==> src/design/ufc_map.svh <==
// Register offsets, field positions, reset values and levels of the UART channel block
`ifndef UFC_MAP_SVH
`define UFC_MAP_SVH

// Register indices within one channel (address bit 4 picks the channel)
`define UFC_REG_DATA 4'h0
`define UFC_REG_FCTL 4'h1
`define UFC_REG_MCTL 4'h2
`define UFC_REG_EFC 4'h3
`define UFC_REG_FTC 4'h4
`define UFC_REG_PTL 4'h5
`define UFC_REG_DIVL 4'h6
`define UFC_REG_DIVH 4'h7
`define UFC_REG_LSTAT 4'h8
`define UFC_REG_RXLVL 4'h9
`define UFC_REG_TXLVL 4'ha
`define UFC_REG_FSTAT 4'hb

// Field positions
`define UFC_FCTL_EN 0
`define UFC_FCTL_RXCLR 1
`define UFC_FCTL_TXCLR 2
`define UFC_MCTL_RTS 1
`define UFC_MCTL_LOOP 4
`define UFC_EFC_ARTS 6
`define UFC_EFC_ACTS 7
`define UFC_FSTAT_DCTS 1
`define UFC_LSTAT_OVR 1

// Reset values
`define UFC_CTRL_RST 8'h00
`define UFC_DIV_RST 16'h0001

// Levels, in characters
`define UFC_FIFO_DEPTH 7'h40
`define UFC_HOLD_DEPTH 7'h01
`define UFC_TRIG_0 7'h08
`define UFC_TRIG_1 7'h10
`define UFC_RX_TRIG_2 7'h38
`define UFC_RX_TRIG_3 7'h3c
`define UFC_TX_TRIG_2 7'h20
`define UFC_TX_TRIG_3 7'h38

// Oversampling: last tick of a bit and mid-bit tick; last transmit and receive bit counts
`define UFC_OVS_LAST 4'hf
`define UFC_OVS_MID 4'h7
`define UFC_TX_LAST_BIT 4'h9
`define UFC_RX_LAST_BIT 4'h7

`endif

==> src/design/ufc_pkg.sv <==
// Types shared by the UART channel block
package ufc_pkg;
  typedef enum logic [0:0] {TX_IDLE, TX_SEND} ufc_tx_state_t;
  typedef enum logic [1:0] {RX_IDLE, RX_START, RX_DATA, RX_STOP} ufc_rx_state_t;
endpackage

==> src/design/ufc_top.sv <==
// Dual UART channel: FIFOs, trigger levels, baud divisor, loopback, RTS/CTS flow control
//
// Functional notes
// RL1 - Modem control RTS bit set drives request-to-send pin low.
// RL2 - Request-to-send pin is high after every reset.
// RL3 - Flow logic steers request-to-send only when auto-RTS bit 6 is set.
// RL4 - Loopback ignores the receive pin and feeds transmit data to the receiver.
// RL5 - Receive and transmit FIFOs each hold 64 characters in FIFO mode.
// RL6 - Each receive entry keeps three error bits with its character.
// RL7 - Baud generator divides the reference clock by 1 to 65535.
// RL8 - FIFOs disabled after reset; trigger level then one character.
// RL9 - Separate receive and transmit trigger levels, preset or programmable.
// RL10 - Zero programmable trigger register selects preset, nonzero selects programmable.
// RL11 - Auto-CTS bit 7 and auto-RTS bit 6 enable independently.
// RL12 - With auto-CTS, no character starts unless clear-to-send is active.
// RL13 - Auto-RTS asserts while receive FIFO has room, drops when full enough.
// RL14 - Threshold register halt and resume levels steer auto-RTS.
// RL15 - All-zero threshold register falls back to preset trigger levels.
// RL16 - Looped RTS to peer CTS means no send without receive space.
// RL17 - Status reads never disturb transmission or reception.
// RL18 - Auto-RTS drops at halt level bits 3:0, returns at resume bits 7:4.
// RL19 - Peer drops clear-to-send before mid last stop bit to stop next character.
// RL20 - Clear-to-send changes raise no host event under automatic flow control.
// RL21 - Both channels have independent FIFOs, settings and flow lines.
//
// Chosen here: the register offsets and the address-and-strobe port.
`timescale 1ns/1ps
`default_nettype none
`include "ufc_map.svh"
module ufc_top #(
  parameter int DEPTH = 64
) (
  input wire logic ref_clk,
  input wire logic rst_b,
  input wire logic [4:0] reg_addr,
  input wire logic [7:0] reg_wdata,
  input wire logic reg_wr,
  input wire logic reg_rd,
  output logic [7:0] reg_rdata,
  input wire logic chan_a_serial_in,
  input wire logic chan_b_serial_in,
  output logic chan_a_serial_out,
  output logic chan_b_serial_out,
  input wire logic chan_a_clear_to_send_n,
  input wire logic chan_b_clear_to_send_n,
  output logic chan_a_request_to_send_n,
  output logic chan_b_request_to_send_n
);
  wire logic [1:0] rx_pin;
  wire logic [1:0] cts_pin_n;
  wire logic [1:0] ser_out;
  wire logic [1:0] rts_out_n;
  wire logic [7:0] ch_rdata [2];

  assign rx_pin = {chan_b_serial_in, chan_a_serial_in};
  assign cts_pin_n = {chan_b_clear_to_send_n, chan_a_clear_to_send_n};
  assign chan_a_serial_out = ser_out[0];
  assign chan_b_serial_out = ser_out[1];
  assign chan_a_request_to_send_n = rts_out_n[0];
  assign chan_b_request_to_send_n = rts_out_n[1];

  // Preset trigger level from a two-bit selection
  function automatic logic [6:0] ufc_preset(input logic [1:0] sel, input logic is_rx);
    case (sel)
      2'h0: ufc_preset = `UFC_TRIG_0;
      2'h1: ufc_preset = `UFC_TRIG_1;
      2'h2: ufc_preset = is_rx ? `UFC_RX_TRIG_2 : `UFC_TX_TRIG_2;
      default: ufc_preset = is_rx ? `UFC_RX_TRIG_3 : `UFC_TX_TRIG_3;
    endcase
  endfunction

  // Effective trigger: one char without FIFO, else programmable nibble x4 or preset
  function automatic logic [6:0] ufc_level(input logic en, input logic [3:0] nib,
                                           input logic [1:0] sel, input logic is_rx);
    if (!en) begin
      ufc_level = `UFC_HOLD_DEPTH; // RL8
    end else if (nib != 4'h0) begin
      ufc_level = {1'b0, nib, 2'b00}; // RL10
    end else begin
      ufc_level = ufc_preset(sel, is_rx); // RL9
    end
  endfunction

  // Each channel is a full copy; nothing but the read mux is shared
  for (genvar g = 0; g < 2; g++) begin : gen_chan // RL21
    localparam logic CH = 1'(g);
    logic hit_wr;
    logic hit_rd;
    logic [7:0] fctl;
    logic [7:0] mctl;
    logic [7:0] efc;
    logic [7:0] ftc;
    logic [7:0] ptl;
    logic [15:0] divisor;
    logic rx_s1;
    logic rx_s2;
    logic cts_s1;
    logic cts_s2;
    logic cts_prev;
    logic [15:0] bcnt;
    logic tick;
    logic [6:0] cap;
    logic [6:0] rx_trig;
    logic [6:0] tx_trig;
    logic [6:0] halt_lvl;
    logic [6:0] resume_lvl;
    logic rx_clr;
    logic tx_clr;
    logic rx_push;
    logic rx_pop;
    logic tx_push;
    logic tx_pop;
    logic [10:0] rx_din;
    logic [10:0] rx_dout;
    logic [7:0] tx_dout;
    logic [6:0] rx_lvl;
    logic [6:0] tx_lvl;
    logic rx_src;
    logic cts_ok;
    logic tx_line;
    logic tx_pin;
    logic [8:0] tx_shift;
    logic [3:0] tx_bits;
    logic [3:0] tx_os;
    ufc_pkg::ufc_tx_state_t tx_state;
    ufc_pkg::ufc_rx_state_t rx_state;
    logic [7:0] rx_shift;
    logic [3:0] rx_bits;
    logic [3:0] rx_os;
    logic overrun;
    logic dcts;
    logic flow_ok;
    logic rts_n;
    logic [7:0] rdata;

    assign hit_wr = reg_wr && (reg_addr[4] == CH);
    assign hit_rd = reg_rd && (reg_addr[4] == CH);

    // Software-visible control registers
    always_ff @(posedge ref_clk) begin
      if (!rst_b) begin
        fctl <= `UFC_CTRL_RST; // RL8
        mctl <= `UFC_CTRL_RST;
        efc <= `UFC_CTRL_RST;
        ftc <= `UFC_CTRL_RST;
        ptl <= `UFC_CTRL_RST;
        divisor <= `UFC_DIV_RST;
      end else if (hit_wr) begin
        case (reg_addr[3:0])
          `UFC_REG_FCTL: fctl <= reg_wdata & 8'hf1; // Clear bits self-clear
          `UFC_REG_MCTL: mctl <= reg_wdata;
          `UFC_REG_EFC: efc <= reg_wdata; // RL11
          `UFC_REG_FTC: ftc <= reg_wdata;
          `UFC_REG_PTL: ptl <= reg_wdata;
          `UFC_REG_DIVL: divisor[7:0] <= reg_wdata;
          `UFC_REG_DIVH: divisor[15:8] <= reg_wdata;
          default: ;
        endcase
      end
    end

    // Pin synchronisers; only the second stage is used by logic
    always_ff @(posedge ref_clk) begin
      if (!rst_b) begin
        rx_s1 <= 1'b1;
        rx_s2 <= 1'b1;
      end else begin
        rx_s1 <= rx_pin[g];
        rx_s2 <= rx_s1;
      end
    end

    // CTS chain runs through reset, so an active pin gives no false change at release
    always_ff @(posedge ref_clk) begin
      cts_s1 <= cts_pin_n[g];
      cts_s2 <= cts_s1;
      cts_prev <= cts_s2;
    end

    // Baud tick at 16x bit rate; divisor zero stops the generator
    always_ff @(posedge ref_clk) begin
      if (!rst_b) begin
        bcnt <= 16'h0000;
        tick <= 1'b0;
      end else if (divisor == 16'h0000) begin
        bcnt <= 16'h0000;
        tick <= 1'b0;
      end else if (bcnt >= divisor - 16'h0001) begin // RL7
        bcnt <= 16'h0000;
        tick <= 1'b1;
      end else begin
        bcnt <= bcnt + 16'h0001;
        tick <= 1'b0;
      end
    end

    // Levels: capacity, triggers, flow thresholds
    assign cap = fctl[`UFC_FCTL_EN] ? `UFC_FIFO_DEPTH : `UFC_HOLD_DEPTH; // RL5
    assign rx_trig = ufc_level(fctl[`UFC_FCTL_EN], ptl[7:4], fctl[7:6], 1'b1); // RL9
    assign tx_trig = ufc_level(fctl[`UFC_FCTL_EN], ptl[3:0], fctl[5:4], 1'b0); // RL9
    assign halt_lvl = (ftc == 8'h00) ? rx_trig : {1'b0, ftc[3:0], 2'b00}; // RL15 RL18
    assign resume_lvl = (ftc != 8'h00) ? {1'b0, ftc[7:4], 2'b00} : // RL18
                        (fctl[7:6] == 2'h0) ? 7'h00 :
                        ufc_preset(fctl[7:6] - 2'h1, 1'b1); // RL15

    // FIFO strobes; only a data read pops, status reads have no side effect
    assign rx_clr = hit_wr && (reg_addr[3:0] == `UFC_REG_FCTL) && reg_wdata[`UFC_FCTL_RXCLR];
    assign tx_clr = hit_wr && (reg_addr[3:0] == `UFC_REG_FCTL) && reg_wdata[`UFC_FCTL_TXCLR];
    assign rx_pop = hit_rd && (reg_addr[3:0] == `UFC_REG_DATA) && (rx_lvl != 7'h00); // RL17
    assign tx_push = hit_wr && (reg_addr[3:0] == `UFC_REG_DATA) && (tx_lvl < cap);
    assign rx_push = (rx_state == ufc_pkg::RX_STOP) && tick && (rx_os == `UFC_OVS_LAST) &&
                     (rx_lvl < cap);
    // Break and framing travel with the character; the parity bit is stored as zero
    assign rx_din = {(rx_s2 == 1'b0) && (rx_shift == 8'h00) && !mctl[`UFC_MCTL_LOOP] ||
                     (rx_src == 1'b0) && (rx_shift == 8'h00),
                     !rx_src, 1'b0, rx_shift}; // RL6

    ufc_fifo #(.WIDTH(11), .DEPTH(DEPTH), .LW(7)) u_rx_fifo (
      .ref_clk(ref_clk),
      .rst_b(rst_b),
      .clear(rx_clr),
      .push(rx_push),
      .din(rx_din),
      .pop(rx_pop),
      .dout(rx_dout),
      .level(rx_lvl)
    );

    ufc_fifo #(.WIDTH(8), .DEPTH(DEPTH), .LW(7)) u_tx_fifo (
      .ref_clk(ref_clk),
      .rst_b(rst_b),
      .clear(tx_clr),
      .push(tx_push),
      .din(reg_wdata),
      .pop(tx_pop),
      .dout(tx_dout),
      .level(tx_lvl)
    );

    // Transmit start gate: CTS checked only before each new character
    assign cts_ok = !efc[`UFC_EFC_ACTS] || !cts_s2; // RL12 RL16
    assign tx_pop = (tx_state == ufc_pkg::TX_IDLE) && tick && (tx_lvl != 7'h00) && cts_ok; // RL12

    // Transmitter: start, eight data bits LSB first, one stop bit
    always_ff @(posedge ref_clk) begin
      if (!rst_b || tx_clr) begin
        tx_state <= ufc_pkg::TX_IDLE;
        tx_line <= 1'b1;
        tx_shift <= 9'h1ff;
        tx_bits <= 4'h0;
        tx_os <= 4'h0;
      end else begin
        case (tx_state)
          ufc_pkg::TX_IDLE: begin
            if (tx_pop) begin
              tx_line <= 1'b0;
              tx_shift <= {1'b1, tx_dout};
              tx_bits <= 4'h0;
              tx_os <= 4'h0;
              tx_state <= ufc_pkg::TX_SEND;
            end
          end
          ufc_pkg::TX_SEND: begin
            if (tick) begin
              tx_os <= tx_os + 4'h1;
              if (tx_os == `UFC_OVS_LAST) begin
                if (tx_bits == `UFC_TX_LAST_BIT) begin
                  tx_state <= ufc_pkg::TX_IDLE;
                end else begin
                  tx_line <= tx_shift[0];
                  tx_shift <= {1'b1, tx_shift[8:1]};
                  tx_bits <= tx_bits + 4'h1;
                end
              end
            end
          end
          default: tx_state <= ufc_pkg::TX_IDLE;
        endcase
      end
    end

    // Loopback holds the pin idle and feeds the receiver internally
    assign rx_src = mctl[`UFC_MCTL_LOOP] ? tx_line : rx_s2; // RL4

    always_ff @(posedge ref_clk) begin
      if (!rst_b) begin
        tx_pin <= 1'b1;
      end else begin
        tx_pin <= mctl[`UFC_MCTL_LOOP] ? 1'b1 : tx_line; // RL4
      end
    end
    assign ser_out[g] = tx_pin;

    // Receiver: start verified at mid-bit, data sampled every 16 ticks
    always_ff @(posedge ref_clk) begin
      if (!rst_b) begin
        rx_state <= ufc_pkg::RX_IDLE;
        rx_shift <= 8'h00;
        rx_bits <= 4'h0;
        rx_os <= 4'h0;
      end else if (tick) begin
        case (rx_state)
          ufc_pkg::RX_IDLE: begin
            rx_os <= 4'h0;
            if (!rx_src) begin
              rx_state <= ufc_pkg::RX_START;
            end
          end
          ufc_pkg::RX_START: begin
            rx_os <= rx_os + 4'h1;
            if (rx_os == `UFC_OVS_MID) begin
              rx_os <= 4'h0;
              rx_bits <= 4'h0;
              rx_state <= rx_src ? ufc_pkg::RX_IDLE : ufc_pkg::RX_DATA; // Glitch filter
            end
          end
          ufc_pkg::RX_DATA: begin
            rx_os <= rx_os + 4'h1;
            if (rx_os == `UFC_OVS_LAST) begin
              rx_shift <= {rx_src, rx_shift[7:1]};
              rx_bits <= rx_bits + 4'h1;
              if (rx_bits == `UFC_RX_LAST_BIT) begin
                rx_state <= ufc_pkg::RX_STOP;
              end
            end
          end
          ufc_pkg::RX_STOP: begin
            rx_os <= rx_os + 4'h1;
            if (rx_os == `UFC_OVS_LAST) begin
              rx_state <= ufc_pkg::RX_IDLE;
            end
          end
          default: rx_state <= ufc_pkg::RX_IDLE;
        endcase
      end
    end

    // Sticky flags, write one to clear; a new event wins over the clear
    always_ff @(posedge ref_clk) begin
      if (!rst_b) begin
        overrun <= 1'b0;
        dcts <= 1'b0;
      end else begin
        if (rx_state == ufc_pkg::RX_STOP && tick && rx_os == `UFC_OVS_LAST && rx_lvl >= cap) begin
          overrun <= 1'b1; // Character dropped, FIFO kept intact
        end else if (hit_wr && reg_addr[3:0] == `UFC_REG_LSTAT && reg_wdata[`UFC_LSTAT_OVR]) begin
          overrun <= 1'b0;
        end
        if (cts_s2 != cts_prev && !efc[`UFC_EFC_ACTS] && !efc[`UFC_EFC_ARTS]) begin
          dcts <= 1'b1; // RL20
        end else if (hit_wr && reg_addr[3:0] == `UFC_REG_FSTAT && reg_wdata[`UFC_FSTAT_DCTS]) begin
          dcts <= 1'b0;
        end
      end
    end

    // Auto-RTS hysteresis: halt at or above halt level, resume at or below resume level
    always_ff @(posedge ref_clk) begin
      if (!rst_b) begin
        flow_ok <= 1'b1;
      end else if (rx_lvl >= halt_lvl) begin
        flow_ok <= 1'b0; // RL13 RL14
      end else if (rx_lvl <= resume_lvl) begin
        flow_ok <= 1'b1; // RL13 RL14
      end
    end

    // RTS pin: manual bit unless auto-RTS owns it
    always_ff @(posedge ref_clk) begin
      if (!rst_b) begin
        rts_n <= 1'b1; // RL2
      end else if (efc[`UFC_EFC_ARTS]) begin
        rts_n <= !flow_ok; // RL3 RL16
      end else begin
        rts_n <= !mctl[`UFC_MCTL_RTS]; // RL1
      end
    end
    assign rts_out_n[g] = rts_n;

    // Read mux; status reads are pure observation
    always_comb begin
      rdata = 8'h00;
      case (reg_addr[3:0])
        `UFC_REG_DATA: rdata = rx_dout[7:0];
        `UFC_REG_FCTL: rdata = fctl;
        `UFC_REG_MCTL: rdata = mctl;
        `UFC_REG_EFC: rdata = efc;
        `UFC_REG_FTC: rdata = ftc;
        `UFC_REG_PTL: rdata = ptl;
        `UFC_REG_DIVL: rdata = divisor[7:0];
        `UFC_REG_DIVH: rdata = divisor[15:8];
        `UFC_REG_LSTAT: rdata = {rx_lvl >= rx_trig,
                                 tx_lvl == 7'h00 && tx_state == ufc_pkg::TX_IDLE,
                                 tx_lvl == 7'h00,
                                 rx_dout[10:8] & {3{rx_lvl != 7'h00}},
                                 overrun, rx_lvl != 7'h00}; // RL17
        `UFC_REG_RXLVL: rdata = {1'b0, rx_lvl};
        `UFC_REG_TXLVL: rdata = {1'b0, tx_lvl};
        `UFC_REG_FSTAT: rdata = {4'h0, (cap - tx_lvl) >= tx_trig, !rts_n, dcts, !cts_s2};
        default: rdata = 8'h00;
      endcase
    end
    assign ch_rdata[g] = rdata;
  end

  // Read data stands only in the cycle after the read strobe
  always_ff @(posedge ref_clk) begin
    if (!rst_b) begin
      reg_rdata <= 8'h00;
    end else if (reg_rd) begin
      reg_rdata <= ch_rdata[reg_addr[4]];
    end else begin
      reg_rdata <= 8'h00;
    end
  end
endmodule // ufc_top
`default_nettype wire

==> src/design/ufc_fifo.sv <==
// Synchronous FIFO with level count, used for receive and transmit characters
`timescale 1ns/1ps
`default_nettype none
module ufc_fifo #(
  parameter int WIDTH = 11,
  parameter int DEPTH = 64,
  parameter int LW = 7
) (
  input wire logic ref_clk,
  input wire logic rst_b,
  input wire logic clear,
  input wire logic push,
  input wire logic [WIDTH-1:0] din,
  input wire logic pop,
  output logic [WIDTH-1:0] dout,
  output logic [LW-1:0] level
);
  localparam int AW = $clog2(DEPTH);
  logic [WIDTH-1:0] mem [DEPTH];
  logic [AW-1:0] wr_ptr;
  logic [AW-1:0] rd_ptr;
  logic push_ok;
  logic pop_ok;

  // Full and empty guards so a careless caller cannot corrupt the pointers
  assign push_ok = push && (level != LW'(DEPTH));
  assign pop_ok = pop && (level != '0);
  assign dout = mem[rd_ptr];

  // Storage has no reset; only pointers define content
  always_ff @(posedge ref_clk) begin
    if (push_ok) begin
      mem[wr_ptr] <= din;
    end
  end

  // Pointers and level
  always_ff @(posedge ref_clk) begin
    if (!rst_b || clear) begin
      wr_ptr <= '0;
      rd_ptr <= '0;
      level <= '0;
    end else begin
      if (push_ok) begin
        wr_ptr <= wr_ptr + 1'b1;
      end
      if (pop_ok) begin
        rd_ptr <= rd_ptr + 1'b1;
      end
      if (push_ok && !pop_ok) begin
        level <= level + 1'b1;
      end else if (pop_ok && !push_ok) begin
        level <= level - 1'b1;
      end
    end
  end
endmodule // ufc_fifo
`default_nettype wire

==> config.mk <==
export PLATFORM = sky130hd
export DESIGN_NAME = ufc_top
export DESIGN_NICKNAME = d
export VERILOG_FILES = /design/src/design/ufc_pkg.sv /design/src/design/ufc_top.sv /design/src/design/ufc_fifo.sv
export VERILOG_INCLUDE_DIRS = /design/src /design/src/design
export SDC_FILE = /design/constraint.sdc
export NUM_CORES = 2
export LEC_CHECK = 0
export ABC_AREA = 1
export BUFFER_PORTS_ARGS = -buffer_cell sky130_fd_sc_hd__clkbuf_2
export CORE_MARGIN = 1.5
export CORE_UTILIZATION = 30
export CTS_BUF_LIST = sky130_fd_sc_hd__clkbuf_2
export DETAILED_ROUTE_END_ITERATION = 12
export PLACE_DENSITY = 0.42
export RECOVER_POWER = 50
export SETUP_SLACK_MARGIN = 0.2
export SYNTH_ARGS = -nofsm -noshare
export SYNTH_HDL_FRONTEND = slang
export SYNTH_HIERARCHICAL = 1
export SYNTH_SLANG_ARGS = --single-unit
==> constraint.sdc <==
create_clock -name ref_clk -period 5.3 [get_ports ref_clk]
set_clock_uncertainty 0.05 [all_clocks]
set_input_delay 0.265 -clock ref_clk [delete_from_list [all_inputs] [get_ports ref_clk]]
set_output_delay 0.265 -clock ref_clk [all_outputs]
set_load 0.02 [all_outputs]
==> reports/metrics.cfg <==
[routing]
dr.max_layer_used = met5
drc = 0
drt-initial-drc-count = 6799
ant_nets = 0
wl_per_cell_um = 20.90
drt_wl_total_um = 367700
wl_met2_um = 175600
drt-vias-per-instance = 4.790
drt_pre_antenna_iters = 6
met1_length_um = 161700
via_count = 84280
dr_wl_met3_um = 19040

[synth]
synth-seq-area-share = 0.6777
syn_area_um2 = 117800
synth.area.top_cells = edfxtp_1 (62%), nand2_1 (11%), nand3_1 (9.5%), dfxtp_1 (5.8%), nor2_1 (1.6%)
synth_compound_area_frac = 0.02756
yosys.area_share.simple = 0.2309
synth_top_cell_area_share = 0.6199
synth_flop_cell = edfxtp_1
ys_ff_latch = 2772
synthXorXnorAreaFrac = 0.007286
synth-edff-count = 2432
synth_cells = 11054
yosys.area.top_type = edfxtp_1
synthArstFlopShare = 0
synth_most_common_cell = nand2_1
syn_area_per_cell_um2 = 10.66
synth_cell_types = 50
yosys-top-cells-count = nand2_1 (3498), edfxtp_1 (2432), nand3_1 (2234), nor2_1 (512), inv_1 (401)
muxShareOfSynthArea = 0
synth_top_family_by_area = simple AND/OR/NAND/NOR gates
ys_warn_count = 6
synth_fa_ha_area_frac = 0.01470

[worst_setup_path]
endpoint_kind = flop
crit_start = reg_wdata[4]
arrival_ns = 7.13
critPathRequiredTime_ns = 7.40
worst_setup_path_start_kind = primary input
r2r.worst_path.cells = 17
crit_fanout = 66
crit_type = primary input to flop

[place]
dp.cells = 16138
dp_hpwl_um = 216800
portBuffers = 32
post-place-ws_ns = 0.9009
gp_congestion = 0.8361

[floorplan]
rows = 229
die_x_um = 629.7
die_y_um = 629.7
initial_utilization = 0.3021
dieArea_um2 = 396500
fp.coreArea_um2 = 390000
io_pins = 33

[timing]
worst_pin_slew_ns = 4.473
post-route-period-util = 0.9492
slew_headroom = -1.982
rsz0062_at_grt = false
maxSlewViolCount = 1752
fmax_mhz = 198.8
layout_min_cycle_time_ns = 5.031
tns_ns = 0
hold_viol = 0
setup_slack_ns = 0.2693
setup_viol = 0

[power]
internal_power_mw = 30.45
ir_drop_v = 0.0001810
p_sw_frac = 0.2525
p_switching_mw = 10.28
seq_power_share = 0.582
p_per_area_nw_per_um2 = 307.5
p_comb_frac = 0.034
p_leak_nw = 49.58
power_frac_clock = 0.384

[global_route]
grt_max_degree = 176
grt_pass1_wl_um = 542400
grt_overflow_total = 0
grt_pass1_vias = 84613
grt_usage = 0.1799
antenna_found_initial = 19

[clocking]
cts_resized = 0
cts_tree = yes
path_clk_slew_ns = 0.10
htree_levels = 6
clock_tree.buffer_depth = 4
insertion_delay_ns = 2.20
hold_buffers = 115
postCtsSetupRepairBufs = 0
cts.sinks = 2772
cts_buffers = 749
cts_root_buf = clkbuf_2

[layout]
final_cell_count_no_fill = 17596
areaGrowthSynthToFinish_pct = 12.42
layout.nets = 11964
drive_gt1_frac = 0.1282

[status]
status = complete, but fails checks
violations = max-capacitance violations, max-slew violations

[run]
drv_cap = 34

[worst_hold_path]
min_path_cells = 0
hp-start = gen_chan[0].cts_s2
hold_path.class = flop to flop

-- cell type report --
cell class | instances | area [um2]
fillers | 39857 | 257500
flip-flops and latches | 2772 | 79880
multi-input cells | 7379 | 33520
well taps | 5197 | 6502
clock buffers | 1131 | 5660
repair buffers | 470 | 3886
inverters | 435 | 1675
clock inverters | 194 | 1269
diodes | 18 | 45.04
-- cells by family after synthesis --
kind of cell,Yosys count
AND/OR/NAND/NOR,6403
flip-flops,2772
buffers and inverters,1030
AO/OA/AOI/OAI,614
adder cells (fa/ha/maj),136
XOR/XNOR,98
other,1
-- flip-flops by register name (all words and copies together) (netlist names), 10 cells and up, named ones only --
name	flops
gen_chan.u_rx_fifo/mem	1408
gen_chan.ftc	16
gen_chan.efc	16
gen_chan.tx_shift	16
gen_chan.u_tx_fifo/mem	1024
gen_chan.u_rx_fifo/level	14
gen_chan.u_tx_fifo/wr_ptr	12
gen_chan.divisor	32
gen_chan.fctl	10
gen_chan.bcnt	32
gen_chan.u_tx_fifo/level	14
gen_chan.u_rx_fifo/rd_ptr	12
gen_chan.u_tx_fifo/rd_ptr	12
gen_chan.mctl	16
gen_chan.rx_shift	16
gen_chan.u_rx_fifo/wr_ptr	12
gen_chan.ptl	16
-- worst paths after layout --
path                           to  slack [ns]
min reg2reg  gen_chan[0].cts_prev        0.36
max reg2reg          reg_rdata[5]        0.50
max            gen_chan[0].ftc[4]        0.27
min          gen_chan[0].cts_prev        0.36
-- stage by stage --
stage / cell area [um2] / power (mW) / utilization / hold WS, ns
CTS: 132800 / 41.53 / 0.3405 / 0.003660
detailed placement: 124600 / 25.53 / 0.3194 / 0.3190
global route: 132400 / 42.67 / 0.3395 / 0.2846
global placement: 124600 / 25.52 / 0.3194 / 0.3246
finish: 132400 / 40.73 / 0.3396 / 0.3561
floorplan: 118300 / 24.97 / - / 0.2427
-- power groups by stage --
| stage | clock network, mW | registers (mW) | logic [mW] |
|---|---|---|---|
| 2_1_floorplan | 0 | 24.2 | 0.823 |
| 3_3_place_gp | 0 | 24.2 | 1.33 |
| 3_5_place_dp | 0 | 24.2 | 1.33 |
| 4_1_cts | 16.4 | 23.7 | 1.43 |
| 5_1_grt | 17.4 | 23.7 | 1.55 |
| 6_report | 15.6 | 23.7 | 1.39 |
-- critical path: stages --
cell and delay [ns]:
dlygate4sd3_1 0.52, dlygate4sd3_1 0.54, dlygate4sd3_1 0.58, buf_6 0.15
clkdlybuf4s25_1 3.32, o21ai_0 0.35, dlygate4sd3_1 0.73, a21oi_1 0.10
dlygate4sd3_1 0.56
-- routing by layer --
metal,global-route usage,up-vias
met5,0,-
met4,0.06419,4
met1,0.2349,41017
li1,-,40201
met2,0.3012,2398
met3,0.02883,660
-- cell usage in the layout (no fill, tap or decap), types with 72 or more instances in the layout --
master,synthesis,routed
a21oi_1,268,268
nand3_1,2234,2234
clkinv_1,9,136
nor2_1,512,516
ha_1,132,132
edfxtp_1,2432,2432
xor2_1,72,72
conb_1,1,128
inv_1,401,401
buf_4,76,260
clkbuf_2,0,1159
o21ai_0,256,259
nand2_1,3498,3499
dlygate4sd3_1,0,105
dfxtp_1,340,325
No activity file was read; power rests on OpenSTA's default activity.
